[src/common/roc_pkg.sv]
// Constants and types shared by the reader operating-state controller
package roc_pkg;
   localparam int CLK_HZ       = 10_000_000;
   localparam int CYC_PER_US   = CLK_HZ / 1_000_000;
   localparam int ATTEMPT_US   = 100;
   localparam int ATTEMPT_CYC  = ATTEMPT_US * CYC_PER_US;
   localparam int PAUSE1_US    = 100;
   localparam int PAUSE1_CYC   = PAUSE1_US * CYC_PER_US;
   localparam int P2_UNIT_US   = 100;
   localparam int P2_UNIT_CYC  = P2_UNIT_US * CYC_PER_US;
   localparam int PRES_MS      = 50;
   localparam int PRES_CYC     = PRES_MS * (CLK_HZ / 1000);
   localparam int BYTE_US      = 8;
   localparam int BYTE_CYC     = BYTE_US * CYC_PER_US;
   localparam logic [1:0] BOOT_CYC = 2'h3;
   // Register byte addresses
   localparam logic [7:0] ADDR_CMD    = 8'h00;
   localparam logic [7:0] ADDR_STATUS = 8'h04;
   localparam logic [7:0] ADDR_CFG    = 8'h08;
   localparam logic [7:0] ADDR_EVT    = 8'h0C;
   // Discovery configuration fields
   localparam int CFG_STOP_BIT  = 7;
   localparam int CFG_RETRY_LSB = 8;
   localparam int CFG_P2_LSB    = 16;
   localparam logic [31:0] CFG_RST = 32'h000A_017F;
   // Status fields
   localparam int ST_STATE_LSB = 0;
   localparam int ST_PREV_LSB  = 4;
   localparam int ST_PHASE_LSB = 8;
   localparam int ST_TEST_BIT  = 12;
   localparam int ST_USB_BIT   = 13;
   localparam int ST_CARD_BIT  = 14;
   // Event flags
   localparam int EV_ARRIVE = 0;
   localparam int EV_REMOVE = 1;
   // Host commands
   localparam logic [7:0] CMD_RF_ON   = 8'h01;
   localparam logic [7:0] CMD_RF_OFF  = 8'h02;
   localparam logic [7:0] CMD_ACT     = 8'h03;
   localparam logic [7:0] CMD_OPEN    = 8'h04;
   localparam logic [7:0] CMD_PWR_DN  = 8'h05;
   // Test transmit framing codes
   localparam logic [1:0] TXF_A106 = 2'h0;
   localparam logic [1:0] TXF_F212 = 2'h1;
   localparam logic [1:0] TXF_F424 = 2'h2;
   localparam logic [1:0] RESP_OKAY   = 2'h0;
   localparam logic [1:0] RESP_SLVERR = 2'h2;
   localparam logic [15:0] LFSR_SEED = 16'hACE1;
   localparam logic [15:0] LFSR_TAPS = 16'hB400;

   typedef enum logic [2:0] {ST_STANDBY, ST_SUSPEND, ST_DISC, ST_READER, ST_TRANSP} roc_state_e;
   typedef enum logic [2:0] {PH_A, PH_P1, PH_4B, PH_BP, PH_2B, PH_F424, PH_F212, PH_P2} roc_phase_e;
endpackage : roc_pkg

[src/rtl/roc_ctrl.sv]
// Reader operating-state controller with AXI4-Lite register access
// What this block does
// - RF test configuration: field on after reset, random bytes sent continuously.
// - Test framing and speed come from two select pins.
// - Temperature sensor stays disabled in RF test configuration.
// - Standard configuration runs a five-state operating machine.
// - UART link starts in Standby and waits for a command.
// - After reset processor is in normal power; RF interface off only for a UART link in standard configuration.
// - USB only: RF-on in Standby or Reader goes to discovery.
// - Card activate command in Standby or discovery goes to Reader.
// - Open session in Standby, discovery or Reader goes to Transparent.
// - RF-off in discovery or Reader returns to Standby.
// - Open session in Transparent: USB to discovery, UART to Standby.
// - USB suspend or UART power-down command enters Suspend.
// - Leaving Suspend returns to previous state on resume or wake.
// - Suspend also parks the general-purpose I/O port.
// - Discovery exists only on USB and is the USB boot state.
// - Discovery loops A, pause1, 4B, B-prime, 2B, F424, F212, final_pause_phase.
// - Each phase can be disabled except the final pause.
// - RF field is off during every pause phase.
// - Card activation forwards answer-to-reset and starts presence checks.
// - Card removal is reported and the loop restarts at phase A.
// - Host sets retries, final pause length, disabled phases, stop.
`timescale 1ns/1ps
module roc_ctrl
   import roc_pkg::*;
#(
   parameter int PRES_CYCLES = PRES_CYC
) (
   input  wire logic        clk,
   input  wire logic        sys_rst,
   input  wire logic [7:0]  s_axi_awaddr,
   input  wire logic        s_axi_awvalid,
   output logic             s_axi_awready,
   input  wire logic [31:0] s_axi_wdata,
   input  wire logic [3:0]  s_axi_wstrb,
   input  wire logic        s_axi_wvalid,
   output logic             s_axi_wready,
   output logic [1:0]       s_axi_bresp,
   output logic             s_axi_bvalid,
   input  wire logic        s_axi_bready,
   input  wire logic [7:0]  s_axi_araddr,
   input  wire logic        s_axi_arvalid,
   output logic             s_axi_arready,
   output logic [31:0]      s_axi_rdata,
   output logic [1:0]       s_axi_rresp,
   output logic             s_axi_rvalid,
   input  wire logic        s_axi_rready,
   input  wire logic        mode_sel_pin_a,
   input  wire logic        mode_sel_pin_b,
   input  wire logic        tx_select_pin_a,
   input  wire logic        tx_select_pin_b,
   input  wire logic        link_is_usb,
   input  wire logic        usb_suspend,
   input  wire logic        uart_wake,
   input  wire logic        card_activated,
   input  wire logic        card_absent,
   output logic             rf_field_on,
   output logic [1:0]       tx_framing,
   output logic [7:0]       tx_data,
   output logic             tx_valid,
   output logic             temp_sensor_en,
   output logic             cpu_low_power,
   output logic             gpio_park,
   output logic [2:0]       op_state,
   output logic             probe_en,
   output logic [2:0]       probe_tech,
   output logic             card_answer_to_reset,
   output logic             presence_chk
);
   typedef struct packed {
      logic [1:0]  boot_cnt;
      logic        rf_on_test_config;
      logic        usb;
      logic [1:0]  txf;
      roc_state_e  st;
      roc_state_e  prev;
      roc_phase_e  ph;
      logic        card;
      logic [19:0] cnt;
      logic [3:0]  tries;
      logic [31:0] cfg;
      logic [1:0]  evt;
      logic        ans;
      logic        chk;
      logic        txv;
      logic        aw_got;
      logic        w_got;
      logic [7:0]  awaddr;
      logic [31:0] wdata;
      logic [3:0]  wstrb;
      logic        bvalid;
      logic [1:0]  bresp;
      logic        rvalid;
      logic [31:0] rdata;
      logic [1:0]  rresp;
   } roc_s;

   roc_s        s_r;
   roc_s        s_nxt;
   logic [6:0]  pins_s;
   logic        usb_susp_s;
   logic        uart_wake_s;
   logic        booting;
   logic        wr_go;
   logic        cmd_fire;
   logic [7:0]  cmd_code;
   logic        go_susp;
   logic        wake;
   logic        ph_en;
   logic        is_pause;
   logic        retry_done;
   logic [19:0] ph_limit;

   roc_sync #(.W(7)) u_sync (
      .clk     (clk),
      .sys_rst (sys_rst),
      .din     ({mode_sel_pin_a, mode_sel_pin_b, tx_select_pin_a, tx_select_pin_b,
                 link_is_usb, usb_suspend, uart_wake}),
      .dout    (pins_s)
   );

   roc_lfsr u_lfsr (
      .clk      (clk),
      .sys_rst  (sys_rst),
      .step     (s_r.txv),
      .rnd_byte (tx_data)
   );

   assign usb_susp_s  = pins_s[1];
   assign uart_wake_s = pins_s[0];
   assign booting     = (s_r.boot_cnt != BOOT_CYC);

   // ------------------------------------------------------------
   // Bus handshakes and decoded commands
   // ------------------------------------------------------------
   assign s_axi_awready = !s_r.aw_got && !s_r.bvalid;
   assign s_axi_wready  = !s_r.w_got && !s_r.bvalid;
   assign s_axi_arready = !s_r.rvalid;
   assign wr_go         = s_r.aw_got && s_r.w_got && !s_r.bvalid;
   // Commands are ignored until straps are taken and in RF test mode
   assign cmd_fire = wr_go && (s_r.awaddr == ADDR_CMD) && s_r.wstrb[0]
                     && !booting && !s_r.rf_on_test_config;
   assign cmd_code = s_r.wdata[7:0];
   assign go_susp = s_r.usb ? usb_susp_s : (cmd_fire && cmd_code == CMD_PWR_DN);
   assign wake    = s_r.usb ? !usb_susp_s : uart_wake_s;
   assign ph_en    = (s_r.ph == PH_P2) || s_r.cfg[s_r.ph];
   assign is_pause = (s_r.ph == PH_P1) || (s_r.ph == PH_P2);
   assign retry_done = ({1'b0, s_r.tries} + 5'h01) >= {1'b0, s_r.cfg[CFG_RETRY_LSB +: 4]};
   always_comb begin
      unique case (s_r.ph)
         PH_P1:   ph_limit = 20'(PAUSE1_CYC - 1);
         PH_P2:   ph_limit = 20'(s_r.cfg[CFG_P2_LSB +: 8] * P2_UNIT_CYC);
         default: ph_limit = 20'(ATTEMPT_CYC - 1);
      endcase
   end

   // ------------------------------------------------------------
   // Next-state logic
   // ------------------------------------------------------------
   always_comb begin
      s_nxt     = s_r;
      s_nxt.ans = 1'b0;
      s_nxt.chk = 1'b0;
      s_nxt.txv = 1'b0;

      if (s_axi_awvalid && s_axi_awready) begin
         s_nxt.aw_got = 1'b1;
         s_nxt.awaddr = s_axi_awaddr;
      end
      if (s_axi_wvalid && s_axi_wready) begin
         s_nxt.w_got = 1'b1;
         s_nxt.wdata = s_axi_wdata;
         s_nxt.wstrb = s_axi_wstrb;
      end
      if (s_r.bvalid && s_axi_bready) begin
         s_nxt.bvalid = 1'b0;
      end
      if (wr_go) begin
         s_nxt.aw_got = 1'b0;
         s_nxt.w_got  = 1'b0;
         s_nxt.bvalid = 1'b1;
         s_nxt.bresp  = RESP_OKAY;
         unique case (s_r.awaddr)
            ADDR_CMD, ADDR_STATUS: ;
            ADDR_CFG: begin
               for (int b = 0; b < 4; b++) begin
                  if (s_r.wstrb[b]) begin
                     s_nxt.cfg[8*b +: 8] = s_r.wdata[8*b +: 8];
                  end
               end
            end
            // Clear applied before hardware sets so that a set wins
            ADDR_EVT: if (s_r.wstrb[0]) begin
               s_nxt.evt = s_r.evt & ~s_r.wdata[1:0];
            end
            default: s_nxt.bresp = RESP_SLVERR;
         endcase
      end
      if (s_r.rvalid && s_axi_rready) begin
         s_nxt.rvalid = 1'b0;
      end
      if (s_axi_arvalid && s_axi_arready) begin
         s_nxt.rvalid = 1'b1;
         s_nxt.rresp  = RESP_OKAY;
         s_nxt.rdata  = 32'h0000_0000;
         unique case (s_axi_araddr)
            ADDR_CMD: ;
            ADDR_STATUS: begin
               s_nxt.rdata[ST_STATE_LSB +: 3] = s_r.st;
               s_nxt.rdata[ST_PREV_LSB +: 3]  = s_r.prev;
               s_nxt.rdata[ST_PHASE_LSB +: 3] = s_r.ph;
               s_nxt.rdata[ST_TEST_BIT]       = s_r.rf_on_test_config;
               s_nxt.rdata[ST_USB_BIT]        = s_r.usb;
               s_nxt.rdata[ST_CARD_BIT]       = s_r.card;
            end
            ADDR_CFG: s_nxt.rdata = s_r.cfg;
            ADDR_EVT: s_nxt.rdata[1:0] = s_r.evt;
            default:  s_nxt.rresp = RESP_SLVERR;
         endcase
      end

      if (booting) begin
         // Straps are valid once the synchroniser has filled
         s_nxt.boot_cnt = s_r.boot_cnt + 2'h1;
         if (s_nxt.boot_cnt == BOOT_CYC) begin
            // test mode selected by mode pins 0,1
            s_nxt.rf_on_test_config = !pins_s[6] && pins_s[5];
            s_nxt.usb = pins_s[2];
            unique case (pins_s[4:3])
               2'h1:    s_nxt.txf = TXF_F212;
               2'h2:    s_nxt.txf = TXF_F424;
               default: s_nxt.txf = TXF_A106;
            endcase
            s_nxt.st = (pins_s[2] && !s_nxt.rf_on_test_config) ? ST_DISC : ST_STANDBY;
         end
      end else if (s_r.rf_on_test_config) begin
         s_nxt.cnt = s_r.cnt + 20'h00001;
         if (s_r.cnt == 20'(BYTE_CYC - 1)) begin
            s_nxt.cnt = 20'h00000;
            s_nxt.txv = 1'b1;
         end
      end else begin
         if (s_r.st == ST_SUSPEND) begin
            if (wake) begin
               s_nxt.st = s_r.prev;
            end
         end else if (go_susp) begin
            s_nxt.prev = s_r.st;
            s_nxt.st   = ST_SUSPEND;
         end else if (cmd_fire) begin
            unique case (s_r.st)
               ST_STANDBY: begin
                  if (cmd_code == CMD_RF_ON && s_r.usb) s_nxt.st = ST_DISC;
                  if (cmd_code == CMD_ACT) s_nxt.st = ST_READER;
                  if (cmd_code == CMD_OPEN) s_nxt.st = ST_TRANSP;
               end
               ST_DISC: begin
                  if (cmd_code == CMD_RF_OFF) s_nxt.st = ST_STANDBY;
                  if (cmd_code == CMD_ACT) s_nxt.st = ST_READER;
                  if (cmd_code == CMD_OPEN) s_nxt.st = ST_TRANSP;
               end
               ST_READER: begin
                  if (cmd_code == CMD_RF_OFF) s_nxt.st = ST_STANDBY;
                  if (cmd_code == CMD_RF_ON && s_r.usb) s_nxt.st = ST_DISC;
                  if (cmd_code == CMD_OPEN) s_nxt.st = ST_TRANSP;
               end
               ST_TRANSP: begin
                  if (cmd_code == CMD_OPEN) s_nxt.st = s_r.usb ? ST_DISC : ST_STANDBY;
               end
               ST_SUSPEND: ;
            endcase
         end

         // Discovery engine; restarts from phase A whenever it is re-entered
         if (s_r.st != ST_DISC || s_r.cfg[CFG_STOP_BIT]) begin
            s_nxt.card  = 1'b0;
            s_nxt.ph    = PH_A;
            s_nxt.cnt   = 20'h00000;
            s_nxt.tries = 4'h0;
         end else if (s_r.card) begin
            s_nxt.cnt = s_r.cnt + 20'h00001;
            if (s_r.cnt == 20'(PRES_CYCLES - 1)) begin
               s_nxt.cnt = 20'h00000;
               s_nxt.chk = 1'b1;
            end
            if (card_absent) begin
               s_nxt.card          = 1'b0;
               s_nxt.evt[EV_REMOVE] = 1'b1;
               s_nxt.ph            = PH_A;
               s_nxt.cnt           = 20'h00000;
               s_nxt.tries         = 4'h0;
            end
         end else if (!ph_en) begin
            s_nxt.ph    = roc_phase_e'(s_r.ph + 3'h1);
            s_nxt.tries = 4'h0;
         end else if (!is_pause && card_activated) begin
            s_nxt.card           = 1'b1;
            s_nxt.ans            = 1'b1;
            s_nxt.evt[EV_ARRIVE] = 1'b1;
            s_nxt.cnt            = 20'h00000;
         end else begin
            s_nxt.cnt = s_r.cnt + 20'h00001;
            if (s_r.cnt >= ph_limit) begin
               s_nxt.cnt = 20'h00000;
               s_nxt.tries = s_r.tries + 4'h1;
               // fixed phase order, retries per technology
               if (is_pause || retry_done) begin
                  s_nxt.ph    = roc_phase_e'(s_r.ph + 3'h1);
                  s_nxt.tries = 4'h0;
               end
            end
         end
      end
   end

   always_ff @(posedge clk or posedge sys_rst) begin
      if (sys_rst) begin
         s_r     <= '0;
         s_r.st  <= ST_STANDBY;
         s_r.prev <= ST_STANDBY;
         s_r.ph  <= PH_A;
         s_r.cfg <= CFG_RST;
      end else begin
         s_r <= s_nxt;
      end
   end

   // ------------------------------------------------------------
   // Outputs
   // ------------------------------------------------------------
   assign s_axi_bvalid = s_r.bvalid;
   assign s_axi_bresp  = s_r.bresp;
   assign s_axi_rvalid = s_r.rvalid;
   assign s_axi_rdata  = s_r.rdata;
   assign s_axi_rresp  = s_r.rresp;
   // RF off in pauses; off in Standby after reset
   assign rf_field_on = s_r.rf_on_test_config
                        || (s_r.st == ST_DISC && !s_r.cfg[CFG_STOP_BIT] && !is_pause)
                        || s_r.st == ST_READER || s_r.st == ST_TRANSP;
   assign tx_framing  = s_r.txf;
   assign tx_valid    = s_r.txv;
   assign temp_sensor_en = !s_r.rf_on_test_config;
   // low power and parked I/O only in Suspend
   assign cpu_low_power  = (s_r.st == ST_SUSPEND);
   assign gpio_park      = (s_r.st == ST_SUSPEND);
   assign op_state       = s_r.st;
   assign probe_en   = s_r.st == ST_DISC && !s_r.cfg[CFG_STOP_BIT] && !s_r.card
                       && !is_pause && ph_en;
   assign probe_tech = s_r.ph;
   assign card_answer_to_reset = s_r.ans;
   assign presence_chk = s_r.chk;

   // ------------------------------------------------------------
   // Assertions
   // ------------------------------------------------------------
   localparam int A_BYTE = BYTE_CYC;
endmodule : roc_ctrl

[src/rtl/roc_sync.sv]
// Two-flop synchroniser for asynchronous pin inputs
`timescale 1ns/1ps
module roc_sync #(
   parameter int W = 1
) (
   input  wire logic         clk,
   input  wire logic         sys_rst,
   input  wire logic [W-1:0] din,
   output logic      [W-1:0] dout
);
   logic [W-1:0] meta_r;

   // First stage feeds only the second stage
   for (genvar i = 0; i < W; i++) begin : g_bit
      always_ff @(posedge clk or posedge sys_rst) begin
         if (sys_rst) begin
            meta_r[i] <= 1'b0;
            dout[i]   <= 1'b0;
         end else begin
            meta_r[i] <= din[i];
            dout[i]   <= meta_r[i];
         end
      end
   end
endmodule : roc_sync

[src/rtl/roc_lfsr.sv]
// Pseudo-random byte source for the RF test transmitter
`timescale 1ns/1ps
module roc_lfsr
   import roc_pkg::*;
(
   input  wire logic       clk,
   input  wire logic       sys_rst,
   input  wire logic       step,
   output logic      [7:0] rnd_byte
);
   logic [15:0] lfsr_r;
   logic [15:0] lfsr_nxt;

   always_comb begin
      lfsr_nxt = lfsr_r;
      if (step) begin
         lfsr_nxt = {1'b0, lfsr_r[15:1]} ^ (lfsr_r[0] ? LFSR_TAPS : 16'h0000);
      end
   end

   always_ff @(posedge clk or posedge sys_rst) begin
      if (sys_rst) begin
         lfsr_r <= LFSR_SEED;
      end else begin
         lfsr_r <= lfsr_nxt;
      end
   end

   assign rnd_byte = lfsr_r[7:0];
endmodule : roc_lfsr

[config.mk]
export PLATFORM = sky130hd
export DESIGN_NAME = roc_ctrl
export DESIGN_NICKNAME = d
export VERILOG_FILES = /design/src/common/roc_pkg.sv /design/src/rtl/roc_ctrl.sv /design/src/rtl/roc_sync.sv /design/src/rtl/roc_lfsr.sv
export SDC_FILE = /design/constraint.sdc
export NUM_CORES = 1
export LEC_CHECK = 0
export ABC_AREA = 1
export BUFFER_PORTS_ARGS = -buffer_cell sky130_fd_sc_hd__buf_2
export CAP_MARGIN = 20
export CORE_ASPECT_RATIO = 0.9
export CORE_MARGIN = 5
export CORE_UTILIZATION = 60
export CTS_CLUSTER_SIZE = 8
export DETAILED_ROUTE_END_ITERATION = 10
export PLACE_DENSITY = 0.91
export RECOVER_POWER = 100
export SYNTH_ARGS = -nofsm -noshare
export SYNTH_HDL_FRONTEND = slang
export SYNTH_SLANG_ARGS = --single-unit
[constraint.sdc]
create_clock -name clk -period 10 [get_ports clk]
set_input_delay 2 -clock clk [delete_from_list [all_inputs] [get_ports clk]]
set_output_delay 2 -clock clk [all_outputs]
set_load 0.01 [all_outputs]
==> results of run 1 <==
[path summary, 6_finish.rpt]
| kind | slack [ps] | to | cells after the start | start |
|---|---|---|---|---|
| worst min-delay path | 350 | u_sync.dout[5] | 0 | u_sync.meta_r[5] |
| worst min register to register | 350 | u_sync.dout[5] | 0 | u_sync.meta_r[5] |
| worst max register to register | 2850 | s_r[127] | 25 | s_r[106] |
| max in group asynchronous | 3250 | s_axi_rdata[23] | 4 | sys_rst |
| worst max-delay path | 2850 | s_r[127] | 25 | s_r[106] |
| min in group asynchronous | 1980 | tx_framing[0] | 2 | sys_rst |
[state kept, by name (all words and copies together) (netlist names), 2 cells and up]
name           count
tx_framing         2
u_sync.dout        7
u_lfsr.lfsr_r     16
s_r              104
probe_tech         3
s_axi_rdata       32
u_sync.meta_r      7
cmd_code           8
op_state           3
[area by class of cell]
type	instances	area [µm²]
fillers	1430	5900
flip-flops and latches	189	4750
repair buffers	134	592
inverters	159	598
multi-input cells	857	4940
clock buffers	20	467
clock inverters	12	125
well taps	240	300
[cell families after synthesis]
family	count (synthesis)	synth area share [%]
simple gates	529	21.1
other cells	1	0.0346
compound gates	215	11.0
mux	11	1.14
buf+inv	242	10.4
xor+xnor	12	0.969
flops	189	43.8
fa+ha+maj	88	11.6
[layout by cell type (no fill, tap or decap), types with 10 or more instances in the layout]
cell	n
sky130_fd_sc_hd__nor2_1	125
sky130_fd_sc_hd__inv_1	154
sky130_fd_sc_hd__nand2_1	272
sky130_fd_sc_hd__nand3_1	67
sky130_fd_sc_hd__o21ai_0	112
sky130_fd_sc_hd__nand4_1	30
sky130_fd_sc_hd__clkbuf_1	65
sky130_fd_sc_hd__ha_1	67
sky130_fd_sc_hd__dfstp_2	16
sky130_fd_sc_hd__mux2_2	10
sky130_fd_sc_hd__nor3_1	10
sky130_fd_sc_hd__dfrtp_1	171
sky130_fd_sc_hd__a21oi_1	72
sky130_fd_sc_hd__buf_2	68
sky130_fd_sc_hd__fa_1	21
sky130_fd_sc_hd__o31ai_1	10
sky130_fd_sc_hd__clkbuf_16	17
[worst register-to-register path, stage by stage, from the launching register on]
cell	delay [ps]
sky130_fd_sc_hd__dfstp_2	640
sky130_fd_sc_hd__fa_1	500
sky130_fd_sc_hd__xor2_1	180
sky130_fd_sc_hd__ha_1	280
sky130_fd_sc_hd__inv_1	50
sky130_fd_sc_hd__fa_1	470
sky130_fd_sc_hd__fa_1	530
sky130_fd_sc_hd__inv_1	50
sky130_fd_sc_hd__ha_1	370
sky130_fd_sc_hd__nand2_1	80
sky130_fd_sc_hd__nor3_1	190
sky130_fd_sc_hd__a21oi_1	100
sky130_fd_sc_hd__inv_1	90
sky130_fd_sc_hd__a31oi_1	90
sky130_fd_sc_hd__or2_2	280
sky130_fd_sc_hd__nand3_1	80
sky130_fd_sc_hd__ha_1	260
sky130_fd_sc_hd__nand2_1	80
sky130_fd_sc_hd__inv_1	40
sky130_fd_sc_hd__nand2_1	50
sky130_fd_sc_hd__nand2_1	50
sky130_fd_sc_hd__a21oi_1	120
sky130_fd_sc_hd__nand4_1	190
sky130_fd_sc_hd__o21ai_0	1720
sky130_fd_sc_hd__nand2_1	330
sky130_fd_sc_hd__a21oi_1	250
[power by group]
part	total (mW)	switching, mW	internal, mW
clock	0.682	0.312	0.370
combinational	0.910	0.582	0.328
sequential	1.06	0.128	0.936
total	2.66	1.02	1.63
[through the flow]
stage | setup WS [ps] | std cells
after floorplan | 2890 | 1288
after global routing | 2100 | 1611
final | 2850 | 1611
after global placement | 4510 | 1578
after detailed placement | 4290 | 1578
after CTS | 4260 | 1610
[metal layers]
metal | global-route usage [%] | vias to the layer above
met5 | 0 | -
met4 | 8.23 | 0
met3 | 4.97 | 66
met2 | 42.7 | 396
met1 | 33.6 | 4348
li1 | - | 4272
==> metrics.log, run 1 <==
INFO  metric outcome = complete, but fails checks
INFO  metric violations = max-capacitance violations, max-slew violations
INFO  metric detailroute.wirelength.met2 = 12600 µm
INFO  metric number_of_maximum_capacitance_constraint_violations = 5
INFO  metric ios = 133
INFO  metric core_region_area = 17700 µm²
INFO  metric cell_with_the_biggest_individual_delay_on_the_critical_path = sky130_fd_sc_hd__o21ai_0
INFO  metric worst_ir_drop_vdd = 181 µV
INFO  metric synth.cells.most_frequent = sky130_fd_sc_hd__nand2_1 (272), sky130_fd_sc_hd__dfrtp_1 (171), sky130_fd_sc_hd__inv_1 (153)
INFO  metric clock_path_buffers = 2
INFO  metric netlist_area = 10800 µm²
INFO  metric min_period_over_period = 71.5%
INFO  metric clk-insertion-delay-late = 430 ps
INFO  metric ys_dominant_reg_cell = sky130_fd_sc_hd__dfrtp_1
INFO  metric fp.dieH = 138 µm
INFO  metric drt_iter0_drc = 743
INFO  metric number_of_buffers_and_inverters_on_the_critical_path = 4
INFO  metric post_synth_num_cell_types = 54
INFO  metric detailed_place_hpwl = 18500 µm
INFO  metric number_of_antenna_violations_at_the_first_check_in_global_routing = 0
INFO  metric grt_pass1_wl = 42200 µm
INFO  metric final.hold.worst_slack = 350 ps
INFO  metric finalSetupViolCount = 0
INFO  metric via_per_inst = 5.64
INFO  metric leakage = 5.89 nW
INFO  metric yosys_warnings = 0
INFO  metric stdcell_area = 11800 µm²
INFO  metric synth_register_bits = 189
INFO  metric grt_pass1_vias = 8733
INFO  metric crit_arrival = 7500 ps
INFO  metric cts_tree = built
INFO  metric antenna_violating_nets_post_route = 0
INFO  metric synthMostInstantiatedCell = sky130_fd_sc_hd__nand2_1
INFO  metric global_routing_usage_summed_across_all_routing_layers = 25.5%
INFO  metric synth_largest_type_area_fraction = 39.5%
INFO  metric die_w = 152 µm
INFO  metric sequential_element_share_of_the_synthesized_area = 43.8%
INFO  metric nets = 1514
INFO  metric clkSlewWorstSetupHoldPaths = 70 ps
INFO  metric highest_layer = met4
INFO  metric crit_path_max_fanout = 17
INFO  metric yosys.area.top_type = sky130_fd_sc_hd__dfrtp_1
INFO  metric first_pass_iters = 5
INFO  metric hold_crit_class = flip-flop to flip-flop
INFO  metric met3_wl = 2130 µm
INFO  metric grt_overflow_total = 0
INFO  metric worst-setup-path-type = flip-flop to flip-flop
INFO  metric post-route-min-period = 7150 ps
INFO  metric detail_route.wl_per_cell = 16.0 µm
INFO  metric syn_inst = 1287
INFO  metric rsz0062_at_grt = no
INFO  metric numCtsBuffers = 17
INFO  metric post_cts_resize_count = 0
INFO  metric root_buffer = sky130_fd_sc_hd__clkbuf_16
INFO  metric totalPowerFinal = 2.66 mW
INFO  metric crit_path_leading_delay_family = adder cells
INFO  metric initial_utilization = 61.4%
INFO  metric worst_ep_required_time = 10350 ps
INFO  metric placement.cell_area = 11300 µm²
INFO  metric drt_wl_total = 25700 µm
INFO  metric grt_start_max_net_pins = 121
INFO  metric clkSinkCount = 189
INFO  metric fin_util = 66.6%
INFO  metric worst_path_largest_cell_delay = 1720 ps
INFO  metric cts_setup_buffers = 0
INFO  metric fin_setup_tns = 0 ps
INFO  metric timing.max_slew.rel_slack = -174%
INFO  metric critPathLaunchType = flip-flop
INFO  metric ant_diodes = 0
INFO  metric top_achievable_clock_speed = 140 MHz
INFO  metric place_congestion = 0.924
INFO  metric post_cts_hold_buffer_count = 0
INFO  metric worstSetupEndpointType = flip-flop
INFO  metric hold_viol_final = 0
INFO  metric fraction_of_layout_cells_with_a_size_suffix_above_1 = 10.8%
INFO  metric crit_top_cell = sky130_fd_sc_hd__nand2_1
INFO  metric ranking_of_synthesized_cells_by_area = sky130_fd_sc_hd__dfrtp_1 (39%), sky130_fd_sc_hd__nand2_1 (9.4%), sky130_fd_sc_hd__ha_1 (7.7%), sky130_fd_sc_hd__inv_1 (5.3%), sky130_fd_sc_hd__o21ai_0 (4.8%)
INFO  metric floorplan.die_area = 20900 µm²
INFO  metric drc = 0
INFO  metric skew = 10.3 ps
INFO  metric htreeDepth = 4
INFO  metric detailroute.via_count = 9082
INFO  metric synthToLayoutAreaGrowth = 8.54%
INFO  metric wl_met1 = 10300 µm
INFO  metric async_flop_share = 100%
INFO  metric synth_enable_flop_cells = 0
INFO  metric slew_violations = 248
INFO  metric tightest_slew = 4110 ps
INFO  metric cellPowerDensity = 226 nW/µm²
INFO  metric number_of_cell_rows = 46
INFO  metric syn_area_per_cell = 8.43 µm²
INFO  metric buffer_ports.inserted = 130
(Power assumes the default switching activity.)
==> run 2: changes to the inputs <==
Settings changed: CORE_UTILIZATION 60 to 59, PLACE_DENSITY 0.91 to 0.9.
Clock period 10 ns to 7.5 ns, I/O delays scaled along.
==> metrics.log, run 2 (synthesized netlist as in run 1, its figures left out) <==
INFO  metric post-route-min-period = 6010 ps
INFO  metric grt_pass1_wl = 42100 µm
INFO  metric critPathLaunchType = flip-flop
INFO  metric post_cts_hold_buffer_count = 0
INFO  metric core_region_area = 18200 µm²
INFO  metric leakage = 5.92 nW
INFO  metric grt_overflow_total = 0
INFO  metric crit_arrival = 6370 ps
INFO  metric detailroute.via_count = 8980
INFO  metric dp_worst_setup_slack = 1760 ps
INFO  metric total_net_switching_power = 1.38 mW
INFO  metric die_w = 153 µm
INFO  metric power.share.sequential = 39.2%
INFO  metric violations = max-capacitance violations, max-slew violations
INFO  metric slew_violations = 229
INFO  metric rsz0062_at_grt = no
INFO  metric hold_crit_class = flip-flop to flip-flop
INFO  metric regMostFlops = s_r
INFO  metric grt_pass1_vias = 8633
INFO  metric worst_ir_drop_vdd = 219 µV
INFO  metric internal_power = 2.23 mW
INFO  metric drc = 0
INFO  metric cts_tree = built
INFO  metric drt_wl_total = 25200 µm
INFO  metric top_achievable_clock_speed = 167 MHz
INFO  metric timing.max_slew.rel_slack = -191%
INFO  metric worst_ep_required_time = 7870 ps
INFO  metric p_comb_share = 34.0%
INFO  metric detail_route.wl_per_cell = 15.6 µm
INFO  metric min_period_over_period = 80.1%
INFO  metric skew = 13.1 ps
INFO  metric numCtsBuffers = 17
INFO  metric antenna_violating_nets_post_route = 0
INFO  metric worstSetupEndpointType = flip-flop
INFO  metric fill_cells = 1452
INFO  metric nets = 1514
INFO  metric root_buffer = sky130_fd_sc_hd__clkbuf_16
INFO  metric clk-insertion-delay-late = 440 ps
INFO  metric place_congestion = 0.948
INFO  metric worst-setup-path-type = flip-flop to flip-flop
INFO  metric layout_setup_ws = 1490 ps
INFO  metric number_of_cell_rows = 47
INFO  metric holdPathStages = 0
INFO  metric clock_path_buffers = 2
INFO  metric p_sw_share = 38.2%
INFO  metric number_of_maximum_capacitance_constraint_violations = 3
INFO  metric fin_setup_tns = 0 ps
INFO  metric fin_util = 64.8%
INFO  metric largest_register_ffs = 104
INFO  metric buffer_ports.inserted = 130
INFO  metric post_cts_resize_count = 0
INFO  metric ant_diodes = 0
INFO  metric grt_start_max_net_pins = 122
INFO  metric clock_power_share = 26.7%
INFO  metric ios = 133
INFO  metric number_of_antenna_violations_at_the_first_check_in_global_routing = 0
INFO  metric clkSinkCount = 189
INFO  metric htreeDepth = 4
INFO  metric outcome = complete, but fails checks
INFO  metric final_cell_mix = sky130_fd_sc_hd__nand2_1 (272), sky130_fd_sc_hd__dfrtp_1 (171), sky130_fd_sc_hd__inv_1 (155), sky130_fd_sc_hd__nor2_1 (125), sky130_fd_sc_hd__o21ai_0 (109)
INFO  metric crit_path_max_fanout = 17
INFO  metric clkSlewWorstSetupHoldPaths = 70 ps
INFO  metric first_pass_iters = 6
INFO  metric fraction_of_layout_cells_with_a_size_suffix_above_1 = 10.7%
INFO  metric finalSetupViolCount = 0
INFO  metric synthToLayoutAreaGrowth = 8.98%
INFO  metric mostFrequentLayoutCell = sky130_fd_sc_hd__nand2_1
INFO  metric tightest_slew = 4360 ps
INFO  metric via_per_inst = 5.56
INFO  metric initial_utilization = 59.5%
INFO  metric global_routing_usage_summed_across_all_routing_layers = 24.1%
INFO  metric cts_setup_buffers = 0
INFO  metric rr_worst_depth = 25
INFO  metric cellPowerDensity = 305 nW/µm²
INFO  metric floorplan.die_area = 21200 µm²
INFO  metric drt_iter0_drc = 876
INFO  metric hold_viol_final = 0
INFO  metric fp.dieH = 139 µm
INFO  metric detailed_place_hpwl = 18100 µm
INFO  metric totalPowerFinal = 3.60 mW
==> run 2: stage by stage <==
stage	cells	area [µm²]	hold WS (ps)
after detailed placement	1584	11300	336
after CTS	1616	11900	352
final	1616	11800	350
after global routing	1616	11800	354
after floorplan	1288	10800	331
after global placement	1584	11300	332
==> run 2: power groups by stage <==
stage	logic (mW)	registers [mW]	clock network, mW
6_report	1.23	1.41	0.964
5_1_grt	1.41	1.44	1.01
4_1_cts	1.24	1.41	0.973
3_5_place_dp	1.21	1.42	0
3_3_place_gp	1.13	1.41	0
2_1_floorplan	0.943	1.38	0
==> run 2: layout make-up <==
| class | count | area (µm²) | area share (%) |
|---|---|---|---|
| inverters | 159 | 597 | 5.05 |
| flip-flops and latches | 189 | 4750 | 40.2 |
| repair buffers | 134 | 592 | 5.01 |
| multi-input cells | 857 | 4940 | 41.8 |
| clock inverters | 14 | 196 | 1.66 |
| clock buffers | 18 | 429 | 3.63 |
| well taps | 245 | 307 | 2.59 |
==> run 2: worst max-delay path: stages (launching register included) <==
cell and delay [ps]:
sky130_fd_sc_hd__dfstp_1 710, sky130_fd_sc_hd__fa_1 530, sky130_fd_sc_hd__xor2_1 180, sky130_fd_sc_hd__ha_1 180
sky130_fd_sc_hd__a21oi_1 210, sky130_fd_sc_hd__fa_1 500, sky130_fd_sc_hd__fa_1 520, sky130_fd_sc_hd__inv_1 40
sky130_fd_sc_hd__ha_1 370, sky130_fd_sc_hd__nand2_1 110, sky130_fd_sc_hd__nand2_1 70, sky130_fd_sc_hd__nand3_1 70
sky130_fd_sc_hd__nand2_1 70, sky130_fd_sc_hd__a21oi_1 150, sky130_fd_sc_hd__inv_1 90, sky130_fd_sc_hd__a31oi_1 180
sky130_fd_sc_hd__or2_2 140, sky130_fd_sc_hd__nand3_1 60, sky130_fd_sc_hd__ha_1 320, sky130_fd_sc_hd__a21oi_1 150
sky130_fd_sc_hd__nand2_1 70, sky130_fd_sc_hd__a21oi_1 120, sky130_fd_sc_hd__nand4_1 230, sky130_fd_sc_hd__o21ai_4 510
sky130_fd_sc_hd__nand2_1 190, sky130_fd_sc_hd__a21oi_1 170
==> run 2: worst paths after layout <==
| kind | to | startpoint | slack [ps] |
|---|---|---|---|
| max | s_r[129] | s_r[106] | 1490 |
| min | u_sync.dout[4] | u_sync.meta_r[4] | 350 |
| max reg2reg | s_r[129] | s_r[106] | 1490 |
| min reg2reg | u_sync.dout[4] | u_sync.meta_r[4] | 350 |
| max in group asynchronous | s_axi_rdata[19] | sys_rst | 2200 |
| min in group asynchronous | tx_framing[0] | sys_rst | 2710 |
==> run 2: per-layer routing <==
| metal | vias to the layer above | routed length, µm | track usage (%) |
|---|---|---|---|
| met3 | 52 | 1920 | 4.87 |
| li1 | 4287 | - | - |
| met2 | 382 | 12200 | 39.9 |
| met4 | 0 | 530 | 6.61 |
| met1 | 4259 | 10600 | 32.6 |
| met5 | - | 0 | 0 |
==> run 3: changes to the inputs <==
Settings changed: CORE_UTILIZATION 59 to 53, PLACE_DENSITY 0.9 to 0.86.
Clock period 7.5 ns to 5 ns, I/O delays scaled along.
==> metrics.log, run 3 (synthesized netlist as in run 1, its figures left out) <==
INFO  metric timing.max_slew.rel_slack = -120%
INFO  metric skew = 13.7 ps
INFO  metric cts_tree = built
INFO  metric min_delay_startpoint = u_sync.meta_r[4]
INFO  metric numCtsBuffers = 17
INFO  metric largest_register_ffs = 104
INFO  metric drt_iter0_drc = 690
INFO  metric layout_setup_ws = -222 ps
INFO  metric grt_start_max_net_pins = 140
INFO  metric nets = 1558
INFO  metric clkSlewWorstSetupHoldPaths = 80 ps
INFO  metric fin_util = 62.6%
INFO  metric placement.cell_area = 11600 µm²
INFO  metric crit-reg2reg-capture = s_r[137]
INFO  metric stdcell_area = 12500 µm²
INFO  metric worstSetupEndpointType = flip-flop
INFO  metric holdPathStages = 0
INFO  metric top_achievable_clock_speed = 191 MHz
INFO  metric internal_power = 3.75 mW
INFO  metric first_pass_iters = 7
INFO  metric crit_arrival = 5580 ps
INFO  metric detailed_place_hpwl = 19100 µm
INFO  metric crit_path_max_fanout = 8
INFO  metric final_cell_mix = sky130_fd_sc_hd__nand2_1 (255), sky130_fd_sc_hd__dfrtp_1 (171), sky130_fd_sc_hd__inv_1 (145), sky130_fd_sc_hd__nor2_1 (122), sky130_fd_sc_hd__o21ai_0 (96)
INFO  metric global_routing_usage_summed_across_all_routing_layers = 22.7%
INFO  metric dp_worst_setup_slack = -338 ps
INFO  metric power.share.sequential = 34.0%
INFO  metric clkSinkCount = 189
INFO  metric grt_pass1_wl = 44000 µm
INFO  metric number_of_antenna_violations_at_the_first_check_in_global_routing = 1
INFO  metric fp.dieH = 146 µm
INFO  metric number_of_cell_rows = 49
INFO  metric mostFrequentLayoutCell = sky130_fd_sc_hd__nand2_1
INFO  metric clock_power_share = 23.7%
INFO  metric whs_endpoint = u_sync.dout[4]
INFO  metric total_net_switching_power = 2.39 mW
INFO  metric fraction_of_layout_cells_with_a_size_suffix_above_1 = 18.7%
INFO  metric rr_worst_depth = 24
INFO  metric cellPowerDensity = 490 nW/µm²
INFO  metric slew_violations = 246
INFO  metric grt_pass1_vias = 9082
INFO  metric violations = max-capacitance violations, max-slew violations, negative setup slack
INFO  metric post_cts_hold_buffer_count = 0
INFO  metric die_w = 161 µm
INFO  metric hold_crit_class = flip-flop to flip-flop
INFO  metric finalSetupViolCount = 26
INFO  metric buffer_ports.inserted = 130
INFO  metric grt_overflow_total = 0
INFO  metric htreeDepth = 4
INFO  metric outcome = complete, but fails checks
INFO  metric initial_utilization = 54.1%
INFO  metric antenna_violating_nets_post_route = 0
INFO  metric regMostFlops = s_r
INFO  metric p_sw_share = 38.9%
INFO  metric detail_route.wl_per_cell = 16.0 µm
INFO  metric drc = 0
INFO  metric via_per_inst = 5.49
INFO  metric flop2flop_setup_slack = -220 ps
INFO  metric detailroute.via_count = 9182
INFO  metric critPathLaunchType = flip-flop
INFO  metric clk-insertion-delay-late = 440 ps
INFO  metric hold_viol_final = 0
INFO  metric p_comb_share = 42.2%
INFO  metric clock_path_buffers = 2
INFO  metric tightest_slew = 3310 ps
INFO  metric worst_ep_required_time = 5360 ps
INFO  metric r2r_start = s_r[107]
INFO  metric floorplan.die_area = 23400 µm²
INFO  metric core_region_area = 20000 µm²
INFO  metric min_period_over_period = 104%
INFO  metric drt_wl_total = 26700 µm
INFO  metric post-route-min-period = 5220 ps
INFO  metric fill_cells = 1611
INFO  metric rsz0062_at_grt = yes
INFO  metric number_of_maximum_capacitance_constraint_violations = 4
INFO  metric synthToLayoutAreaGrowth = 15.7%
INFO  metric place_congestion = 0.935
INFO  metric root_buffer = sky130_fd_sc_hd__clkbuf_16
INFO  metric ios = 133
INFO  metric worst_ir_drop_vdd = 329 µV
INFO  metric leakage = 6.21 nW
INFO  metric worst-setup-path-type = flip-flop to flip-flop
-- run 3: cell types whose count changed in the layout (fill, tap and decap cells not counted), moves of 6 or more --
cell / delta
sky130_fd_sc_hd__a21oi_1: -9
sky130_fd_sc_hd__a21oi_2: +8
sky130_fd_sc_hd__buf_4: +35
sky130_fd_sc_hd__buf_6: +6
sky130_fd_sc_hd__ha_1: -8
sky130_fd_sc_hd__ha_4: +7
sky130_fd_sc_hd__inv_1: -10
sky130_fd_sc_hd__inv_2: +9
sky130_fd_sc_hd__nand2_1: -17
sky130_fd_sc_hd__nand2_2: +15
sky130_fd_sc_hd__nand3_1: -11
sky130_fd_sc_hd__nand3_2: +9
sky130_fd_sc_hd__o21ai_0: -13
sky130_fd_sc_hd__o21ai_1: +10
-- run 3: worst max-delay path by stage --
stage	from	end	slack [ps]	depth (start not counted)
finish	s_r[107]	s_r[137]	-220	24
CTS	s_r[107]	s_r[134]	-190	27
floorplan	s_r[106]	s_r[121]	2	25
detailed placement	s_r[106]	s_r[123]	-340	25
global route	s_r[107]	s_r[125]	-480	24
global placement	s_r[106]	s_r[121]	-130	25
-- run 3: power by group through the flow --
stage | combinational, mW | clock (mW) | sequential (mW)
6_report | 2.60 | 1.46 | 2.09
5_1_grt | 2.89 | 1.55 | 2.13
4_1_cts | 2.38 | 1.48 | 2.08
3_5_place_dp | 2.12 | 0 | 2.11
3_3_place_gp | 2.01 | 0 | 2.10
2_1_floorplan | 1.45 | 0 | 2.07
-- run 3: critical path, stage by stage, from the launching register on --
cell,delay [ps]
sky130_fd_sc_hd__dfrtp_1,410
sky130_fd_sc_hd__buf_6,120
sky130_fd_sc_hd__fa_1,550
sky130_fd_sc_hd__xor2_1,180
sky130_fd_sc_hd__ha_2,300
sky130_fd_sc_hd__inv_2,60
sky130_fd_sc_hd__fa_1,430
sky130_fd_sc_hd__fa_1,560
sky130_fd_sc_hd__inv_2,40
sky130_fd_sc_hd__ha_4,230
sky130_fd_sc_hd__buf_6,120
sky130_fd_sc_hd__buf_4,130
sky130_fd_sc_hd__a31oi_2,140
sky130_fd_sc_hd__o21ai_0,100
sky130_fd_sc_hd__a21o_1,200
sky130_fd_sc_hd__ha_1,310
sky130_fd_sc_hd__a21oi_1,170
sky130_fd_sc_hd__o21a_1,160
sky130_fd_sc_hd__nand2_1,60
sky130_fd_sc_hd__nand2_1,50
sky130_fd_sc_hd__nand4_1,230
sky130_fd_sc_hd__o21ai_4,270
sky130_fd_sc_hd__buf_6,160
sky130_fd_sc_hd__nand3_1,70
sky130_fd_sc_hd__o21ai_1,70
-- run 3: per-stage QoR --
| stage | instances | TNS (ps) | total power, mW | hold WS (ps) |
|---|---|---|---|---|
| 2_1_floorplan | 1288 | 0 | 3.52 | 331 |
| 3_3_place_gp | 1626 | -1950 | 4.11 | 332 |
| 3_5_place_dp | 1626 | -6700 | 4.23 | 337 |
| 4_1_cts | 1666 | -4090 | 5.94 | 356 |
| 5_1_grt | 1670 | -42010 | 6.57 | 372 |
| 6_report | 1671 | -5210 | 6.15 | 353 |
-- run 3: repair_timing --
item,CTS,global route
gates resized for setup,33,50
gates cloned,0,0
hold endpoints to repair,0,0
pin swaps,23,33
buffers inserted,8,4
endpoints found under the setup margin,26,26
-- run 3: area by class of cell --
type,count,area (µm²),share of cell area (%)
clock inverters,15,214,1.71
repair buffers,178,957,7.63
clock buffers,17,425,3.39
diodes,1,2.50,0.0200
flip-flops and latches,189,4750,37.9
inverters,159,598,4.77
well taps,255,319,2.54
multi-input cells,857,5270,42.0
-- run 3: metal layers --
| metal | vias to the layer above | wire length, µm | global-route usage, % |
|---|---|---|---|
| met3 | 61 | 1730 | 4.76 |
| met1 | 4422 | 11400 | 30.3 |
| met4 | 0 | 690 | 7.63 |
| met5 | - | 0 | 0 |
| li1 | 4369 | - | - |
| met2 | 330 | 12900 | 37.1 |
